<file path="src/verilog/kpi_pkg.sv">
// Purpose: shared constants and carriers for the keypad pin interrupt block
// Assumes: 32-bit Avalon-MM slave with byte addresses, one word per register
// Notes:   each unit has 8 inputs; unit control registers are 8 bits wide, interrupt status and mask 2 bits
package kpi_pkg;

  localparam int UNIT_W = 8;   // inputs per unit
  localparam int ADDR_W = 5;   // byte address width
  localparam int DATA_W = 32;  // bus data width

  // register byte offsets
  localparam logic [ADDR_W-1:0] OFS_A_SC   = 5'h00;
  localparam logic [ADDR_W-1:0] OFS_A_PE   = 5'h04;
  localparam logic [ADDR_W-1:0] OFS_A_ES   = 5'h08;
  localparam logic [ADDR_W-1:0] OFS_B_SC   = 5'h0C;
  localparam logic [ADDR_W-1:0] OFS_B_PE   = 5'h10;
  localparam logic [ADDR_W-1:0] OFS_B_ES   = 5'h14;
  localparam logic [ADDR_W-1:0] OFS_IRQ_ST = 5'h18;
  localparam logic [ADDR_W-1:0] OFS_IRQ_MK = 5'h1C;

  // status/control field positions
  localparam int SC_MODE_BIT = 0;
  localparam int SC_REQ_BIT  = 1;
  localparam int SC_ACK_BIT  = 2;
  localparam int SC_FLAG_BIT = 3;

  // interrupt status/mask field positions
  localparam int IRQ_A_BIT = 0;
  localparam int IRQ_B_BIT = 1;
  localparam int IRQ_W     = 2;

  // reset values
  localparam logic [UNIT_W-1:0] RST_PE   = 8'h00;
  localparam logic [UNIT_W-1:0] RST_ES   = 8'h00;
  localparam logic [IRQ_W-1:0]  RST_IRQ  = 2'h0;
  localparam logic [DATA_W-1:0] RST_RDAT = 32'h0000_0000;

  // software control bits of one status/control register
  typedef struct packed {
    logic req_en;      // request_enable
    logic level_mode;  // level_detect_mode
  } kpi_sc_t;

  // pull device controls for one unit
  typedef struct packed {
    logic [UNIT_W-1:0] up;
    logic [UNIT_W-1:0] down;
  } kpi_pull_t;

endpackage

</file>
<file path="src/verilog/kpi_sync.sv">
// Purpose: two-flop synchroniser for asynchronous pin levels
// Assumes: inputs are quasi-static levels from port pins
// Notes:   first stage feeds only the second stage
`timescale 1ns/1ps
module kpi_sync #(
  parameter int WIDTH = 8
) (
  input  wire logic             clk_in,
  input  wire logic             reset_in,
  input  wire logic [WIDTH-1:0] async_in,
  output logic      [WIDTH-1:0] sync_out
);
  logic [WIDTH-1:0] meta_ff;
  logic [WIDTH-1:0] nxt_meta;
  logic [WIDTH-1:0] stab_ff;
  logic [WIDTH-1:0] nxt_stab;

  // next values of both stages
  always_comb begin
    nxt_meta = async_in;
    nxt_stab = meta_ff;
  end

  // register both stages
  always_ff @(posedge clk_in) begin
    if (reset_in) begin
      meta_ff <= '0;
      stab_ff <= '0;
    end else begin
      meta_ff <= nxt_meta;
      stab_ff <= nxt_stab;
    end
  end

  assign sync_out = stab_ff;
endmodule // kpi_sync

</file>
<file path="src/verilog/kpi_unit.sv">
// Purpose: one eight-input keypad detector with its pending flag
// Assumes: pins_in are already synchronised to clk_in
// Notes:   a detection in the ack cycle keeps the flag set
`timescale 1ns/1ps
module kpi_unit
  import kpi_pkg::*;
#(
  parameter int WIDTH = UNIT_W
) (
  input  wire logic             clk_in,
  input  wire logic             reset_in,
  input  wire logic [WIDTH-1:0] pins_in,
  input  wire logic [WIDTH-1:0] pin_en_in,
  input  wire logic [WIDTH-1:0] polarity_in,
  input  wire logic             level_mode_in,
  input  wire logic             ack_in,
  output logic                  flag_out,
  output logic                  set_out
);
  logic [WIDTH-1:0] act;
  logic [WIDTH-1:0] prev_ff;
  logic [WIDTH-1:0] nxt_prev;
  logic             flag_ff;
  logic             nxt_flag;
  logic             edge_hit;
  logic             level_hit;
  logic             trig;

  // detection and flag next state
  always_comb begin
    act       = ~(pins_in ^ polarity_in);               // [RQ8]
    nxt_prev  = act;                                    // [RQ15]
    edge_hit  = |(pin_en_in & act & ~prev_ff);          // [RQ15] [RQ7]
    level_hit = level_mode_in & (|(pin_en_in & act));   // [RQ6]
    trig      = edge_hit | level_hit;                   // [RQ6]
    // set beats acknowledge; level hold blocks the clear
    if (trig) begin
      nxt_flag = 1'b1;                                  // [RQ3] [RQ14]
    end else if (ack_in) begin
      nxt_flag = 1'b0;                                  // [RQ4]
    end else begin
      nxt_flag = flag_ff;
    end
  end

  // register sample history and flag
  always_ff @(posedge clk_in) begin
    if (reset_in) begin
      prev_ff <= '0;
      flag_ff <= 1'b0;
    end else begin
      prev_ff <= nxt_prev;
      flag_ff <= nxt_flag;
    end
  end

  assign flag_out = flag_ff;
  assign set_out  = trig & ~flag_ff;
endmodule // kpi_unit

</file>
<file path="src/verilog/kpi_top.sv">
// Purpose: two keypad pin interrupt units behind an Avalon-MM slave
// Assumes: port pins asynchronous; pull enables come from port logic
// Notes:   waitrequest drops for one cycle one cycle after a request
// Operation
// RQ1 - unit a inputs 0-3 from port a bits 0-3, 4-7 from port b 0-3
// RQ2 - unit b input n comes from port d bit n
// RQ3 - status bit 3 is a read-only pending flag set on detection
// RQ4 - writing 1 to status bit 2 acknowledges; bit 2 reads as 0
// RQ5 - status bit 1 gates the request; request follows the pending flag
// RQ6 - status bit 0: 0 edges only, 1 edges plus persisting levels
// RQ7 - pin enable bits select which inputs are watched
// RQ8 - polarity 0 detects falling/low, 1 detects rising/high
// RQ9 - polarity also picks pull-up at 0 and pull-down at 1
// RQ10 - unit a status/control matches unit b in bits and behaviour
// RQ11 - software writes zero to reserved status bits 7 to 4
// RQ12 - unit b has its own polarity register with the same dual role
// RQ13 - pin pull enable switches the pull; polarity picks up or down
// RQ14 - in level mode acknowledge fails while an input stays active
// RQ15 - inputs are registered; edges come from current versus previous
`timescale 1ns/1ps
module kpi_top
  import kpi_pkg::*;
(
  input  wire logic              clk_in,
  input  wire logic              reset_in,
  input  wire logic [ADDR_W-1:0] avs_address_in,
  input  wire logic              avs_read_in,
  input  wire logic              avs_write_in,
  input  wire logic [DATA_W-1:0] avs_writedata_in,
  input  wire logic [3:0]        avs_byteenable_in,
  output logic      [DATA_W-1:0] avs_readdata_out,
  output logic                   avs_waitrequest_out,
  input  wire logic [3:0]        port_a_in,
  input  wire logic [3:0]        port_b_in,
  input  wire logic [7:0]        port_d_in,
  input  wire logic [UNIT_W-1:0] pull_en_a_in,
  input  wire logic [UNIT_W-1:0] pull_en_b_in,
  output kpi_pkg::kpi_pull_t     pull_a_out,
  output kpi_pkg::kpi_pull_t     pull_b_out,
  output logic                   request_a_out,
  output logic                   request_b_out,
  output logic                   irq_out
);
  import kpi_pkg::*;

  logic [3:0]        a_sync;
  logic [3:0]        b_sync;
  logic [7:0]        d_sync;
  logic [UNIT_W-1:0] pins_a;
  logic [UNIT_W-1:0] pins_b;

  kpi_sc_t           sc_a_ff;
  kpi_sc_t           nxt_sc_a;
  kpi_sc_t           sc_b_ff;
  kpi_sc_t           nxt_sc_b;
  logic [UNIT_W-1:0] pe_a_ff;
  logic [UNIT_W-1:0] nxt_pe_a;
  logic [UNIT_W-1:0] es_a_ff;
  logic [UNIT_W-1:0] nxt_es_a;
  logic [UNIT_W-1:0] pe_b_ff;
  logic [UNIT_W-1:0] nxt_pe_b;
  logic [UNIT_W-1:0] es_b_ff;
  logic [UNIT_W-1:0] nxt_es_b;
  logic [IRQ_W-1:0]  ist_ff;
  logic [IRQ_W-1:0]  nxt_ist;
  logic [IRQ_W-1:0]  imk_ff;
  logic [IRQ_W-1:0]  nxt_imk;
  logic [DATA_W-1:0] rdat_ff;
  logic [DATA_W-1:0] nxt_rdat;
  logic              wait_ff;
  logic              nxt_wait;

  logic              take;
  logic              wen;
  logic [UNIT_W-1:0] wbyte;
  logic              ack_a;
  logic              ack_b;
  logic              flag_a;
  logic              flag_b;
  logic              set_a;
  logic              set_b;

  // pin synchronisers, one per port group
  kpi_sync #(.WIDTH(4)) u_sync_a (
    .clk_in   (clk_in),
    .reset_in (reset_in),
    .async_in (port_a_in),
    .sync_out (a_sync)
  );
  kpi_sync #(.WIDTH(4)) u_sync_b (
    .clk_in   (clk_in),
    .reset_in (reset_in),
    .async_in (port_b_in),
    .sync_out (b_sync)
  );
  kpi_sync #(.WIDTH(8)) u_sync_d (
    .clk_in   (clk_in),
    .reset_in (reset_in),
    .async_in (port_d_in),
    .sync_out (d_sync)
  );

  // pin to unit input mapping
  assign pins_a = {b_sync, a_sync};  // [RQ1]
  assign pins_b = d_sync;            // [RQ2]

  // the two detector units share one design
  kpi_unit u_unit_a (
    .clk_in        (clk_in),
    .reset_in      (reset_in),
    .pins_in       (pins_a),
    .pin_en_in     (pe_a_ff),
    .polarity_in   (es_a_ff),
    .level_mode_in (sc_a_ff.level_mode),
    .ack_in        (ack_a),
    .flag_out      (flag_a),
    .set_out       (set_a)
  );                                  // [RQ10]
  kpi_unit u_unit_b (
    .clk_in        (clk_in),
    .reset_in      (reset_in),
    .pins_in       (pins_b),
    .pin_en_in     (pe_b_ff),
    .polarity_in   (es_b_ff),
    .level_mode_in (sc_b_ff.level_mode),
    .ack_in        (ack_b),
    .flag_out      (flag_b),
    .set_out       (set_b)
  );                                  // [RQ12]

  // bus strobes: take starts, wen commits on the low-wait edge
  always_comb begin
    take  = (avs_read_in | avs_write_in) & wait_ff;
    wen   = avs_write_in & ~wait_ff & avs_byteenable_in[0];
    wbyte = avs_writedata_in[UNIT_W-1:0];
    ack_a = wen && avs_address_in == OFS_A_SC
            && wbyte[SC_ACK_BIT];              // [RQ4]
    ack_b = wen && avs_address_in == OFS_B_SC
            && wbyte[SC_ACK_BIT];              // [RQ4]
  end

  // register writes; flag bit is never written
  always_comb begin
    nxt_sc_a = sc_a_ff;
    nxt_sc_b = sc_b_ff;
    nxt_pe_a = pe_a_ff;
    nxt_es_a = es_a_ff;
    nxt_pe_b = pe_b_ff;
    nxt_es_b = es_b_ff;
    nxt_imk  = imk_ff;
    if (wen) begin
      case (avs_address_in)
        OFS_A_SC: begin
          nxt_sc_a.req_en     = wbyte[SC_REQ_BIT];   // [RQ5]
          nxt_sc_a.level_mode = wbyte[SC_MODE_BIT];  // [RQ6]
        end
        OFS_B_SC: begin
          nxt_sc_b.req_en     = wbyte[SC_REQ_BIT];   // [RQ5]
          nxt_sc_b.level_mode = wbyte[SC_MODE_BIT];  // [RQ6]
        end
        OFS_A_PE:   nxt_pe_a = wbyte;                // [RQ7]
        OFS_A_ES:   nxt_es_a = wbyte;                // [RQ8]
        OFS_B_PE:   nxt_pe_b = wbyte;                // [RQ7]
        OFS_B_ES:   nxt_es_b = wbyte;                // [RQ12]
        OFS_IRQ_MK: nxt_imk  = wbyte[IRQ_W-1:0];
        default:    nxt_imk  = imk_ff;
      endcase
    end
  end

  // sticky event bits, set wins over write-one-to-clear
  always_comb begin
    nxt_ist = ist_ff;
    if (wen && avs_address_in == OFS_IRQ_ST) begin
      nxt_ist = ist_ff & ~wbyte[IRQ_W-1:0];
    end
    nxt_ist[IRQ_A_BIT] = nxt_ist[IRQ_A_BIT] | set_a;
    nxt_ist[IRQ_B_BIT] = nxt_ist[IRQ_B_BIT] | set_b;
  end

  // read mux and one-cycle waitrequest drop
  always_comb begin
    nxt_wait = ~take;
    nxt_rdat = rdat_ff;
    if (take && avs_read_in) begin
      nxt_rdat = RST_RDAT;
      case (avs_address_in)
        OFS_A_SC: begin
          nxt_rdat[SC_FLAG_BIT] = flag_a;            // [RQ3]
          nxt_rdat[SC_REQ_BIT]  = sc_a_ff.req_en;
          nxt_rdat[SC_MODE_BIT] = sc_a_ff.level_mode;
        end                                          // [RQ4] [RQ10]
        OFS_B_SC: begin
          nxt_rdat[SC_FLAG_BIT] = flag_b;            // [RQ3]
          nxt_rdat[SC_REQ_BIT]  = sc_b_ff.req_en;
          nxt_rdat[SC_MODE_BIT] = sc_b_ff.level_mode;
        end                                          // [RQ4]
        OFS_A_PE:   nxt_rdat[UNIT_W-1:0] = pe_a_ff;
        OFS_A_ES:   nxt_rdat[UNIT_W-1:0] = es_a_ff;
        OFS_B_PE:   nxt_rdat[UNIT_W-1:0] = pe_b_ff;
        OFS_B_ES:   nxt_rdat[UNIT_W-1:0] = es_b_ff;
        OFS_IRQ_ST: nxt_rdat[IRQ_W-1:0]  = ist_ff;
        OFS_IRQ_MK: nxt_rdat[IRQ_W-1:0]  = imk_ff;
        default:    nxt_rdat = RST_RDAT;             // unmapped reads 0
      endcase
    end
  end

  // register file and bus state
  always_ff @(posedge clk_in) begin
    if (reset_in) begin
      sc_a_ff <= '0;
      sc_b_ff <= '0;
      pe_a_ff <= RST_PE;
      es_a_ff <= RST_ES;
      pe_b_ff <= RST_PE;
      es_b_ff <= RST_ES;
      ist_ff  <= RST_IRQ;
      imk_ff  <= RST_IRQ;
      rdat_ff <= RST_RDAT;
      wait_ff <= 1'b1;
    end else begin
      sc_a_ff <= nxt_sc_a;
      sc_b_ff <= nxt_sc_b;
      pe_a_ff <= nxt_pe_a;
      es_a_ff <= nxt_es_a;
      pe_b_ff <= nxt_pe_b;
      es_b_ff <= nxt_es_b;
      ist_ff  <= nxt_ist;
      imk_ff  <= nxt_imk;
      rdat_ff <= nxt_rdat;
      wait_ff <= nxt_wait;
    end
  end

  // registered outputs: requests, interrupt and pull controls
  logic      req_a_ff;
  logic      nxt_req_a;
  logic      req_b_ff;
  logic      nxt_req_b;
  logic      irq_ff;
  logic      nxt_irq;
  kpi_pull_t pull_a_ff;
  kpi_pull_t nxt_pull_a;
  kpi_pull_t pull_b_ff;
  kpi_pull_t nxt_pull_b;

  always_comb begin
    nxt_req_a       = flag_a & sc_a_ff.req_en;       // [RQ5]
    nxt_req_b       = flag_b & sc_b_ff.req_en;       // [RQ5]
    nxt_irq         = |(ist_ff & imk_ff);
    nxt_pull_a.up   = pull_en_a_in & ~es_a_ff;       // [RQ9] [RQ13]
    nxt_pull_a.down = pull_en_a_in & es_a_ff;        // [RQ9] [RQ13]
    nxt_pull_b.up   = pull_en_b_in & ~es_b_ff;       // [RQ12] [RQ13]
    nxt_pull_b.down = pull_en_b_in & es_b_ff;        // [RQ12] [RQ13]
  end

  always_ff @(posedge clk_in) begin
    if (reset_in) begin
      req_a_ff  <= 1'b0;
      req_b_ff  <= 1'b0;
      irq_ff    <= 1'b0;
      pull_a_ff <= '0;
      pull_b_ff <= '0;
    end else begin
      req_a_ff  <= nxt_req_a;
      req_b_ff  <= nxt_req_b;
      irq_ff    <= nxt_irq;
      pull_a_ff <= nxt_pull_a;
      pull_b_ff <= nxt_pull_b;
    end
  end

  assign avs_readdata_out    = rdat_ff;
  assign avs_waitrequest_out = wait_ff;
  assign request_a_out       = req_a_ff;
  assign request_b_out       = req_b_ff;
  assign irq_out             = irq_ff;
  assign pull_a_out          = pull_a_ff;
  assign pull_b_out          = pull_b_ff;
endmodule // kpi_top

</file>
<file path="config.mk">
export PLATFORM = sky130hd
export DESIGN_NAME = kpi_top
export DESIGN_NICKNAME = d
export VERILOG_FILES = /design/src/verilog/kpi_pkg.sv /design/src/verilog/kpi_sync.sv /design/src/verilog/kpi_unit.sv /design/src/verilog/kpi_top.sv
export SDC_FILE = /design/constraint.sdc
export NUM_CORES = 1
export LEC_CHECK = 0
export BUFFER_PORTS_ARGS = -buffer_cell sky130_fd_sc_hd__buf_2
export CORE_UTILIZATION = 25
export CTS_BUF_LIST = sky130_fd_sc_hd__clkbuf_8
export DETAILED_ROUTE_END_ITERATION = 16
export PLACE_DENSITY = 0.45
export SYNTH_ARGS = -nofsm -noshare
export SYNTH_HDL_FRONTEND = slang
export SYNTH_SLANG_ARGS = --single-unit
</file>
<file path="constraint.sdc">
create_clock -name clk_in -period 4.33 [get_ports clk_in]
set_input_delay 0.433 -clock clk_in [delete_from_list [all_inputs] [get_ports clk_in]]
set_output_delay 0.433 -clock clk_in [all_outputs]
set_load 0.02 [all_outputs]
</file>
### Word level (Yosys, flattened, before mapping)

Cells that the tools add are included.

| word-level totals | value |
|---|---|
| input port bits | 77 |
| word-level logic and storage cells | 103 |
| register bits after elaboration | 134 |
| output and inout port bits | 68 |

| operators by class | value |
|---|---|
| equal/unequal tests | 7 |
| mux-type cells | 9 |
| bitwise gates (word level) | 37 |
| reductions and logical operators | 21 |

Operators with widths:

| cell | count |
|---|---|
| AND 8 bit | 8 |
| NOT 8 bit | 6 |
| OR reduction 8 bit | 4 |
| == test 5 bit, second input constant | 4 |
| one-hot mux 2 bit (8 select lines) | 1 |
| one-hot mux 4 bit (4 select lines) | 1 |
| XOR 8 bit | 2 |
| AND reduction 2 bit | 7 |
| == test 5 x 4 -> 1 bit, second input constant | 2 |
| AND 1 bit | 9 |
| logical AND 1 bit | 6 |
| one-hot mux 1 bit (6 select lines) | 1 |
| == test 5 x 3 -> 1 bit, second input constant | 1 |
| logical NOT 5 bit | 1 |
| bitwise OR 1 bit | 5 |
| AND 2 bit | 2 |
| two-way mux 1 bit | 4 |
| NOT 1 bit | 4 |
| one-hot mux 1 bit (4 select lines) | 1 |
| nonzero test 2 bit | 2 |
| two-way mux 2 bit | 1 |
| NOT 2 bit | 1 |
| OR reduction 2 bit | 1 |

### Logic depth before layout (Yosys ltp)

Gate-level depths: netlist of run 1.

| depth | value |
|---|---|
| depth after elaboration | 8 |
| mapped depth | 8 |

### Hierarchy

Synthesis of run 1 repeated with hierarchy kept, for this count alone.

| unflattened totals | value |
|---|---|
| cells, all modules | 503 |
| area total of the unflattened synthesis | 5068.6 um2 |

Modules (own cells, without submodules):

| module | sequential area each (um2) | area an instance (um2) | cells an instance | times used |
|---|---|---|---|---|
| kpi_top | 1681.6 | 3325.7 | 334 | 1 |
| kpi_unit | 180.2 | 429.2 | 52 | 2 |
| kpi_sync (u_sync_d) | 320.3 | 464.2 | 33 | 1 |
| kpi_sync (u_sync_a ...) | 160.2 | 210.2 | 16 | 2 |

### Worst setup path before layout of run 1

No wires, ideal clock.

| path | value |
|---|---|
| path kind | input to register |
| start point | in avs_address_in[3] |
| end point | reg rdat_ff[3], in the netlist avs_readdata_out[3] |
| required time | 4.242 ns |
| stages | 6 |
| arrival time | 1.700 ns |
| library setup time | 0.088 ns |
| setup slack | 2.542 ns |
| path buffers | 2 |
| cell sequence | buf_2 > or3b_4 > nor3b_4 > buf_6 > a21oi_2 > a311oi_2 |

| on the way | value |
|---|---|
| longest elaborated chain between the ends | 2 |

Ends and longest elaborated chain:

| item | RTL line | text |
|---|---|---|
| from (decl) | kpi_top.sv:26 | `input wire logic [ADDR_W-1:0] avs_address_in,` |
| == test 5 bit, or another cell as far along | kpi_top.sv:187 | `case (avs_address_in)` |
| one-hot mux 1 bit (6 select lines) * | kpi_top.sv:187 |  |
| to (signal assigned) | kpi_top.sv:231 | `rdat_ff <= nxt_rdat;` |
| to (decl) | kpi_top.sv:68 | `logic [DATA_W-1:0] rdat_ff;` |

Every way passes the cells marked *; elsewhere a longest branch is shown, timed or not.
A chain may end at the register's enable or synchronous reset.

### Worst setup path in the final report of run 1

| path | value |
|---|---|
| start point | in avs_address_in[4] |
| end point | reg es_b_ff[4] |

| on the way | value |
|---|---|
| longest elaborated chain between the ends | 2 |

Ends and longest elaborated chain:

| item | RTL line | text |
|---|---|---|
| == test 5 bit | kpi_top.sv:152 | `case (avs_address_in)` |
| AND reduction 2 bit (no line) | - |  |
| to (signal assigned) | kpi_top.sv:228 | `es_b_ff <= nxt_es_b;` |
| to (decl) | kpi_top.sv:62 | `logic [UNIT_W-1:0] es_b_ff;` |

Every way passes these cells.

==> impl_metrics.py, run 1 <==
metrics = {
    "timing": {
        "tns_ns": 0,
        "rsz0062_at_grt": "false",
        "fin_crit_ns": 1.95,
        "fin_crit_sh_pct": 44.9,
        "hold_viol_final": 0,
        "max_freq_ghz": 0.514,
        "finClkSkew_ns": 0.0102,
        "relSlewSlack_pct": 52.3,
        "drv_slew": 0,
        "worst_slew_pin_slew_ns": 0.716,
        "finalSetupViolCount": 0,
    },
    "worst_setup_path": {
        "worstPathCellList": "buf_2 -> or3b_4 -> nor3b_4 -> nand2_1 -> nand2_1 -> a21oi_1",
        "cp_slowest_cell": "nor3b_4",
        "required_ns": 4.64,
        "setup.worst_path.start": "avs_address_in[4]",
        "critPathMostFrequentCell": "nand2_1",
        "endpoint_kind": "register",
        "cp_data_arrival_time_ns": 2.25,
        "max_stage_delay_ns": 0.62,
        "worstPathMaxFanout": 15,
        "r2r_start": "avs_waitrequest_out",
        "start_kind": "input pin",
        "critical_path_class": "in -> reg",
    },
    "yosys": {
        "yosysSeqAreaShare_pct": 53.0,
        "yosysWarnings": 0,
        "synth_seq_cells": 134,
        "syn_area_um2": 5060,
        "synth_cell_types": 44,
        "avgSynthCellArea_um2": 9.60,
        "synthCells": 527,
    },
    "cts": {
        "cts_buffers": 17,
        "cts_sinks": 134,
        "tritoncts": "built",
        "cts_htree_levels": 4,
        "clk_pin_slew_ns": 0.08,
        "postCtsHoldBufs": 0,
        "clk_latency_ns": 0.44,
        "cts-resized-gates": 0,
        "cts-root-buf": "clkbuf_8",
        "postCtsSetupBuffers": 0,
        "clock_path_buffers": 2,
    },
    "placement": {
        "gp_congestion": 0.856,
        "post-dp-hpwl_um": 9630,
        "io_buffers": 93,
        "dp.cells": 857,
    },
    "status": {
        "outcome": "complete, no violations",
    },
    "final_layout": {
        "final_cells": 890,
        "n_fill_cell": 2150,
        "multi_input_area_um2": 2130,
        "final_nets": 688,
        "area_delta_synth_final_pct": 19.3,
        "seqCellArea_um2": 2680,
        "drive_gt1_share_pct": 22.1,
    },
    "worst_hold_path": {
        "min_path_type": "in -> reg",
        "min_from": "port_a_in[0]",
    },
    "die": {
        "die_x_um": 144,
        "initial_utilization_pct": 25.7,
        "die_h_um": 144,
        "core-area_um2": 19700,
        "die_area_um2": 20800,
        "ioPinCount": 145,
        "row_count": 51,
    },
    "route": {
        "dr.pass1.iters": 5,
        "routed_wl_um": 13400,
        "postRouteAntennaNets": 0,
        "first_iter_violations": 251,
        "drc_errors": 0,
        "wire_per_inst_um": 15.1,
        "num_vias": 3958,
        "via_per_inst": 4.45,
    },
    "pwr": {
        "net-switching-power_w": 0.000644,
        "power_frac_seq_pct": 52.2,
        "p_comb_share_pct": 6.4,
        "p_per_area_nw_per_um2": 405,
        "p_leak_nw": 2.41,
        "ir_drop_mv": 0.170,
        "p_int_w": 0.00180,
        "p_clk_share_pct": 41.5,
        "swShare_pct": 26.3,
    },
    "run": {
        "cap_violations": 0,
    },
    "grt": {
        "grt_max_degree": 62,
        "overflow": 0,
        "grt_use_total_pct": 13.4,
        "grt_pass1_wl_um": 20400,
        "first_global_vias": 3721,
        "antenna_found_initial": 1,
    },
}
==> cells in the final DEF, fill, tap and decap left out, types with 4 or more instances in the layout <==
cell type  synthesis  routed
inv_6              0       4
clkbuf_8           0      18
nand3_1           43      43
conb_1             1      24
buf_2              5      93
nand3b_1           6       6
xnor2_1           17      17
nand2_1           57      57
nor2b_1           36      36
o211ai_1           4       4
dfxtp_1          134     134
and2_1            18      18
mux2i_1            6       6
clkinv_4           0       5
a32oi_1            4       4
and3_1            20      20
a21oi_1           37      37
nor3b_1           16      16
nor2_1            10      10
a22o_1             8       8
nand4_1            8       8
a22oi_1           18      18
==> critical path: cells and delay by family <==
family	cells	cell delay, ns
buf+inv	1	0.19
compound gates	1	0.07
simple gates	4	1.56
==> final cells by class <==
class | count | area share [%]
flip-flops and latches | 134 | 44.4
clock buffers | 18 | 4.10
inverters | 3 | 0.187
clock inverters | 14 | 2.36
multi-input cells | 359 | 35.3
repair buffers | 96 | 8.08
well taps | 265 | 5.49
diodes | 1 | 0.0415
==> logic make-up (layout without fill, tap and decap cells) <==
family	count (synthesis)	in the layout	share of synthesized area, %
simple gates	227	227	25.0
mux	7	7	1.41
xor+xnor	17	17	2.94
buf+inv	57	131	6.58
other cells	1	25	0.0741
flops	134	134	53.0
compound gates	84	84	11.0
==> layer usage <==
layer / GRT usage (%) / wire, um / up-vias
met5: 0 / 13 / -
met4: 5.71 / 236 / 2
met3: 4.24 / 899 / 16
met2: 19.8 / 6000 / 131
met1: 17.9 / 6250 / 1856
li1: - / - / 1953
==> cell usage after synthesis (all sizes together) <==
master,n,area share (%)
dfxtp,134,53
a22oi,18,2.7
and2,18,2.2
a41o,1,0.20
mux2i,6,1.2
o311ai,1,0.17
a22o,8,1.4
a222oi,1,0.20
nand2,58,4.4
a311oi,1,0.30
nand4,8,0.99
o211ai,4,0.59
inv,3,0.22
or3b,1,0.22
a32oi,4,0.69
nor2,11,0.96
clkbuf,21,1.6
a21oi,38,3.8
nor3b,17,2.7
xnor2,17,2.9
mux2,1,0.22
or2,1,0.12
a211oi,1,0.15
nor3,4,0.62
and3b,2,0.35
nor2b,36,4.5
nand3,43,4.3
o21ai,3,0.30
conb,1,0.074
o22ai,3,0.37
a31oi,1,0.12
and3,21,2.7
nor4,1,0.12
nand3b,6,0.89
buf,33,4.8
==> worst paths after layout <==
path | to | slack [ns] | cells past startpoint
worst min register to register | u_sync_a.sync_out[0] | 0.44 | 1
worst max register to register | imk_ff[0] | 2.60 | 5
worst max-delay path | es_b_ff[4] | 2.38 | 6
worst min-delay path | u_sync_a.meta_ff[0] | 0.19 | 2
==> power by group through the flow <==
stage	logic, W	registers [W]	clock network (W)
after floorplan	0.000106	0.00131	0
after global placement	0.000155	0.00130	0
after detailed placement	0.000157	0.00130	0
after CTS	0.000158	0.00128	0.00105
after global routing	0.000172	0.00128	0.00111
final	0.000156	0.00128	0.00101
==> flip-flops by register name, indices dropped and copies added (netlist names), 2 cells and up <==
name               count
sc_b_ff                2
pe_b_ff                8
ist_ff                 2
pull_b_out            16
u_unit_a.prev_ff       8
es_b_ff                8
imk_ff                 2
sc_a_ff                2
u_sync_a.meta_ff       4
u_sync_b.sync_out      4
u_sync_a.sync_out      4
u_sync_d.meta_ff       8
pe_a_ff                8
u_sync_b.meta_ff       4
u_sync_d.sync_out      8
es_a_ff                8
avs_readdata_out       8
u_unit_b.prev_ff       8
pull_a_out            16
==> per-stage QoR <==
stage | area, um2 | power, W | hold WS (ns) | setup WS (ns) | utilization [%]
floorplan | 5150 | 0.00142 | 0.414 | 2.54 | -
global placement | 5640 | 0.00146 | 0.431 | 1.97 | 28.7
detailed placement | 5640 | 0.00146 | 0.428 | 1.92 | 28.7
CTS | 6030 | 0.00248 | 0.158 | 2.41 | 30.7
global route | 6030 | 0.00256 | 0.154 | 2.26 | 30.7
finish | 6040 | 0.00245 | 0.189 | 2.38 | 30.7
No activity file was read; power rests on OpenSTA's default activity.
==> run 2: changes to the inputs <==
clock period = 1.8 ns   (was 4.33 ns; I/O delays follow)
==> impl_metrics.py, run 2 (synthesis gave the netlist of run 1 again) <==
metrics = {
    "placement": {
        "io_buffers": 93,
        "pre_cts_ws_ns": 0.135,
        "post-dp-hpwl_um": 10500,
        "gp_congestion": 0.884,
    },
    "route": {
        "wire_per_inst_um": 15.1,
        "postRouteAntennaNets": 0,
        "via_per_inst": 4.36,
        "num_vias": 4118,
        "drc_errors": 0,
        "first_iter_violations": 226,
        "dr.pass1.iters": 5,
        "routed_wl_um": 14200,
    },
    "cts": {
        "clk_latency_ns": 0.44,
        "cts_sinks": 134,
        "clock_path_buffers": 2,
        "clk_pin_slew_ns": 0.08,
        "cts-resized-gates": 0,
        "cts_htree_levels": 4,
        "tritoncts": "built",
        "cts_buffers": 17,
        "cts-root-buf": "clkbuf_8",
    },
    "timing": {
        "finClkSkew_ns": 0.0113,
        "drv_slew": 0,
        "tns_ns": 0,
        "max_freq_ghz": 0.638,
        "rsz0062_at_grt": "false",
        "finalSetupViolCount": 0,
        "hold_slack_ns": 0.0519,
        "setup_ws_ns": 0.233,
        "worst_slew_pin_slew_ns": 0.518,
        "hold_viol_final": 0,
        "relSlewSlack_pct": 65.4,
        "fin_crit_sh_pct": 87.0,
        "fin_crit_ns": 1.57,
    },
    "pwr": {
        "p_per_area_nw_per_um2": 913,
        "p_leak_nw": 2.69,
        "total_power_w": 0.00600,
        "ir_drop_mv": 0.364,
    },
    "worst_setup_path": {
        "start_kind": "register",
        "worstPathMaxFanout": 5,
        "max_stage_delay_ns": 0.40,
        "critical_path_buf_inv_count": 0,
        "crit_family": "compound AO/OA/AOI/OAI gates",
        "cp_slowest_cell": "dfxtp_1",
        "critical_path_class": "reg -> reg",
        "endpoint_kind": "register",
        "critPathMostFrequentCell": "a22o_1",
        "worstPathCellList": "mux2_2 -> a22o_1 -> a32oi_1 -> nand4_1 -> a22o_1",
        "cp_data_arrival_time_ns": 1.90,
        "required_ns": 2.14,
    },
    "final_layout": {
        "antenna_cells": 0,
        "area_delta_synth_final_pct": 29.8,
        "final_common_cell": "dfxtp_1",
        "final_nets": 746,
        "drive_gt1_share_pct": 23.2,
        "layout_common_cells": "134 x dfxtp_1, 93 x buf_2, 57 x nand2_1, 43 x nand3_1, 37 x a21oi_1",
        "utilization_pct": 33.4,
    },
    "die": {
        "die_h_um": 144,
        "ioPinCount": 145,
        "die_x_um": 144,
        "die_area_um2": 20800,
        "row_count": 51,
        "initial_utilization_pct": 25.7,
        "core-area_um2": 19700,
    },
    "grt": {
        "first_global_vias": 4058,
        "grt_use_total_pct": 14.6,
        "antenna_found_initial": 0,
        "overflow": 0,
        "grt_pass1_wl_um": 22300,
        "grt_max_degree": 46,
    },
    "status": {
        "outcome": "complete, no violations",
    },
    "worst_hold_path": {
        "min_path_type": "in -> reg",
    },
    "run": {
        "cap_violations": 0,
    },
}
[run 2: timing repair]
action / in CTS / in global routing
setup endpoints to repair: 0 / 0
endpoints found under the hold margin: 48 / 0
buffers inserted: 0 / 0
hold buffers: 34 / 0
[run 2: worst reg2reg max path, stage by stage (launching register included)]
cell,delay (ns)
dfxtp_1,0.40
mux2_2,0.30
a22o_1,0.18
a32oi_1,0.27
nand4_1,0.14
a22o_1,0.19
[run 2: final cells by class]
class                           instances  area, um2
Timing Repair Buffer                  154       1020
Fill cell                            2100      13100
Multi-Input combinational cell        359       2130
Clock inverter                          9        104
Tap cell                              265        332
Clock buffer                           21        289
Inverter                                3       11.3
Sequential cell                       134       2680
[run 2: worst paths after layout]
check	from	end	slack, ns	depth (start not counted)
worst min register to register	u_sync_d.meta_ff[2]	u_sync_d.sync_out[2]	0.44	1
worst max-delay path	es_b_ff[0]	avs_readdata_out[0]	0.23	5
worst max register to register	es_b_ff[0]	avs_readdata_out[0]	0.23	5
worst min-delay path	avs_writedata_in[5]	pe_a_ff[5]	0.05	3
[run 2: report_power, final]
group / internal, W / total (W) / switching (W)
Sequential: 0.00304 / 0.00307 / 0.0000241
Combinational: 0.000192 / 0.000456 / 0.000264
Clock: 0.00135 / 0.00247 / 0.00112
Total: 0.00459 / 0.00600 / 0.00141
[run 2: through the flow]
stage                     area [um2]  instances
after floorplan                 5150        550
after global placement          5840        881
after detailed placement        5840        881
after CTS                       6570        945
after global routing            6570        945
final                           6570        945
[run 2: per-layer routing]
layer	routed length (um)	up-vias	part of all wire (%)	GRT usage [%]
met5	0	-	0	0
met4	136	0	0.95	5.65
met3	850	10	6.0	3.97
met2	6430	130	45	22.0
met1	6830	1923	48	19.6
li1	-	2055	-	-
==> run 3: changes to the inputs <==
CORE_MARGIN = 5   (was unset)
PLACE_DENSITY = 0.4   (was 0.45)
==> impl_metrics.py, run 3 (synthesis gave the netlist of run 1 again) <==
metrics = {
    "route": {
        "routed_wl_um": 14800,
        "wire_per_inst_um": 15.5,
        "dr.pass1.iters": 5,
        "first_iter_violations": 230,
        "num_vias": 4142,
        "via_per_inst": 4.34,
        "postRouteAntennaNets": 0,
        "drc_errors": 0,
    },
    "final_layout": {
        "antenna_cells": 0,
        "final_nets": 749,
        "area_delta_synth_final_pct": 31.6,
        "multi_input_area_um2": 2130,
        "layout_common_cells": "134 x dfxtp_1, 93 x buf_2, 57 x nand2_1, 43 x nand3_1, 37 x a21oi_1",
        "final_common_cell": "dfxtp_1",
        "drive_gt1_share_pct": 23.6,
        "design_area_um2": 6660,
        "seqCellArea_um2": 2680,
        "n_fill_cell": 2120,
    },
    "die": {
        "initial_utilization_pct": 25.2,
        "core-area_um2": 20100,
        "die_x_um": 152,
        "die_area_um2": 23200,
        "ioPinCount": 145,
        "die_h_um": 152,
        "row_count": 52,
    },
    "cts": {
        "cts_buffers": 17,
        "cts_sinks": 134,
        "cts-root-buf": "clkbuf_8",
        "cts_htree_levels": 4,
        "clk_pin_slew_ns": 0.08,
        "tritoncts": "built",
        "clk_latency_ns": 0.44,
        "postCtsSetupBuffers": 0,
        "clock_path_buffers": 2,
    },
    "status": {
        "outcome": "complete, no violations",
    },
    "timing": {
        "finalSetupViolCount": 0,
        "relSlewSlack_pct": 66.1,
        "hold_viol_final": 0,
        "fin_crit_ns": 1.61,
        "max_freq_ghz": 0.622,
        "setup_ws_ns": 0.192,
        "drv_slew": 0,
        "rsz0062_at_grt": "false",
        "worst_slew_pin_slew_ns": 0.508,
        "fin_crit_sh_pct": 89.3,
        "finClkSkew_ns": 0.00975,
    },
    "worst_setup_path": {
        "endpoint_kind": "register",
        "required_ns": 2.11,
        "r2r_setup_slack_ns": 0.21,
        "cp_data_arrival_time_ns": 1.92,
        "critical_path_class": "in -> reg",
        "start_kind": "input pin",
        "worstPathMaxFanout": 24,
    },
    "placement": {
        "post-dp-hpwl_um": 11200,
        "gp_congestion": 0.903,
        "pre_cts_ws_ns": -0.000677,
        "io_buffers": 93,
        "placed_area_um2": 5870,
    },
    "grt": {
        "overflow": 0,
        "grt_use_total_pct": 12.9,
        "grt_max_degree": 44,
        "grt_pass1_wl_um": 23500,
        "antenna_found_initial": 0,
        "first_global_vias": 4225,
    },
    "worst_hold_path": {
        "min_path_type": "in -> reg",
    },
    "run": {
        "cap_violations": 0,
    },
    "pwr": {
        "p_leak_nw": 2.73,
        "p_per_area_nw_per_um2": 943,
        "ir_drop_mv": 0.406,
    },
}
-- run 3: layout make-up --
cell class                 count  share of cell area (%)
tap                          270                    5.07
multi-input combinational    359                    32.0
clock buffer                  17                    3.51
inverter                       3                   0.169
sequential                   134                    40.3
clock inverter                15                    3.06
timing repair buffer         157                    15.9
-- run 3: worst paths after layout --
kind / to / cells past startpoint / start
setup / recovery: es_a_ff[0] / 7 / avs_write_in
hold / removal: pe_a_ff[7] / 3 / avs_writedata_in[7]
setup reg to reg: es_a_ff[0] / 5 / avs_waitrequest_out
hold reg to reg: u_sync_d.sync_out[1] / 1 / u_sync_d.meta_ff[1]
-- run 3: what timing repair did --
item,in CTS,in global routing
hold endpoints to repair,50,0
gates resized for setup,0,0
hold buffers,35,0
-- run 3: routing by layer --
layer	share of wire, %	GRT usage (%)
met1	46	16.8
met2	47	20.5
met3	5.3	3.69
met4	1.6	4.20
met5	0	0
-- run 3: power by group --
group | leakage [nW] | internal [W] | switching [W]
combinational | 1.42 | 0.000195 | 0.000263
sequential | 1.10 | 0.00304 | 0.0000243
clock | 0.220 | 0.00152 | 0.00123
-- run 3: worst max-delay path, cell delays in order --
cell and delay [ns]:
dlygate4sd3_1 0.52, buf_2 0.11, and3b_1 0.44, buf_12 0.22
nand2_1 0.22, nand2_1 0.14, a21oi_1 0.07
-- run 3: through the flow --
step | hold WS (ns) | util, % | total power, W | instances | setup TNS (ns)
finish | 0.0438 | 33.1 | 0.00628 | 955 | 0
global route | 0.00680 | 33.1 | 0.00656 | 955 | 0
CTS | 0.00984 | 33.1 | 0.00639 | 955 | 0
global placement | 0.399 | 29.2 | 0.00354 | 888 | 0
detailed placement | 0.393 | 29.2 | 0.00354 | 888 | -0.000677
floorplan | 0.296 | - | 0.00342 | 550 | 0
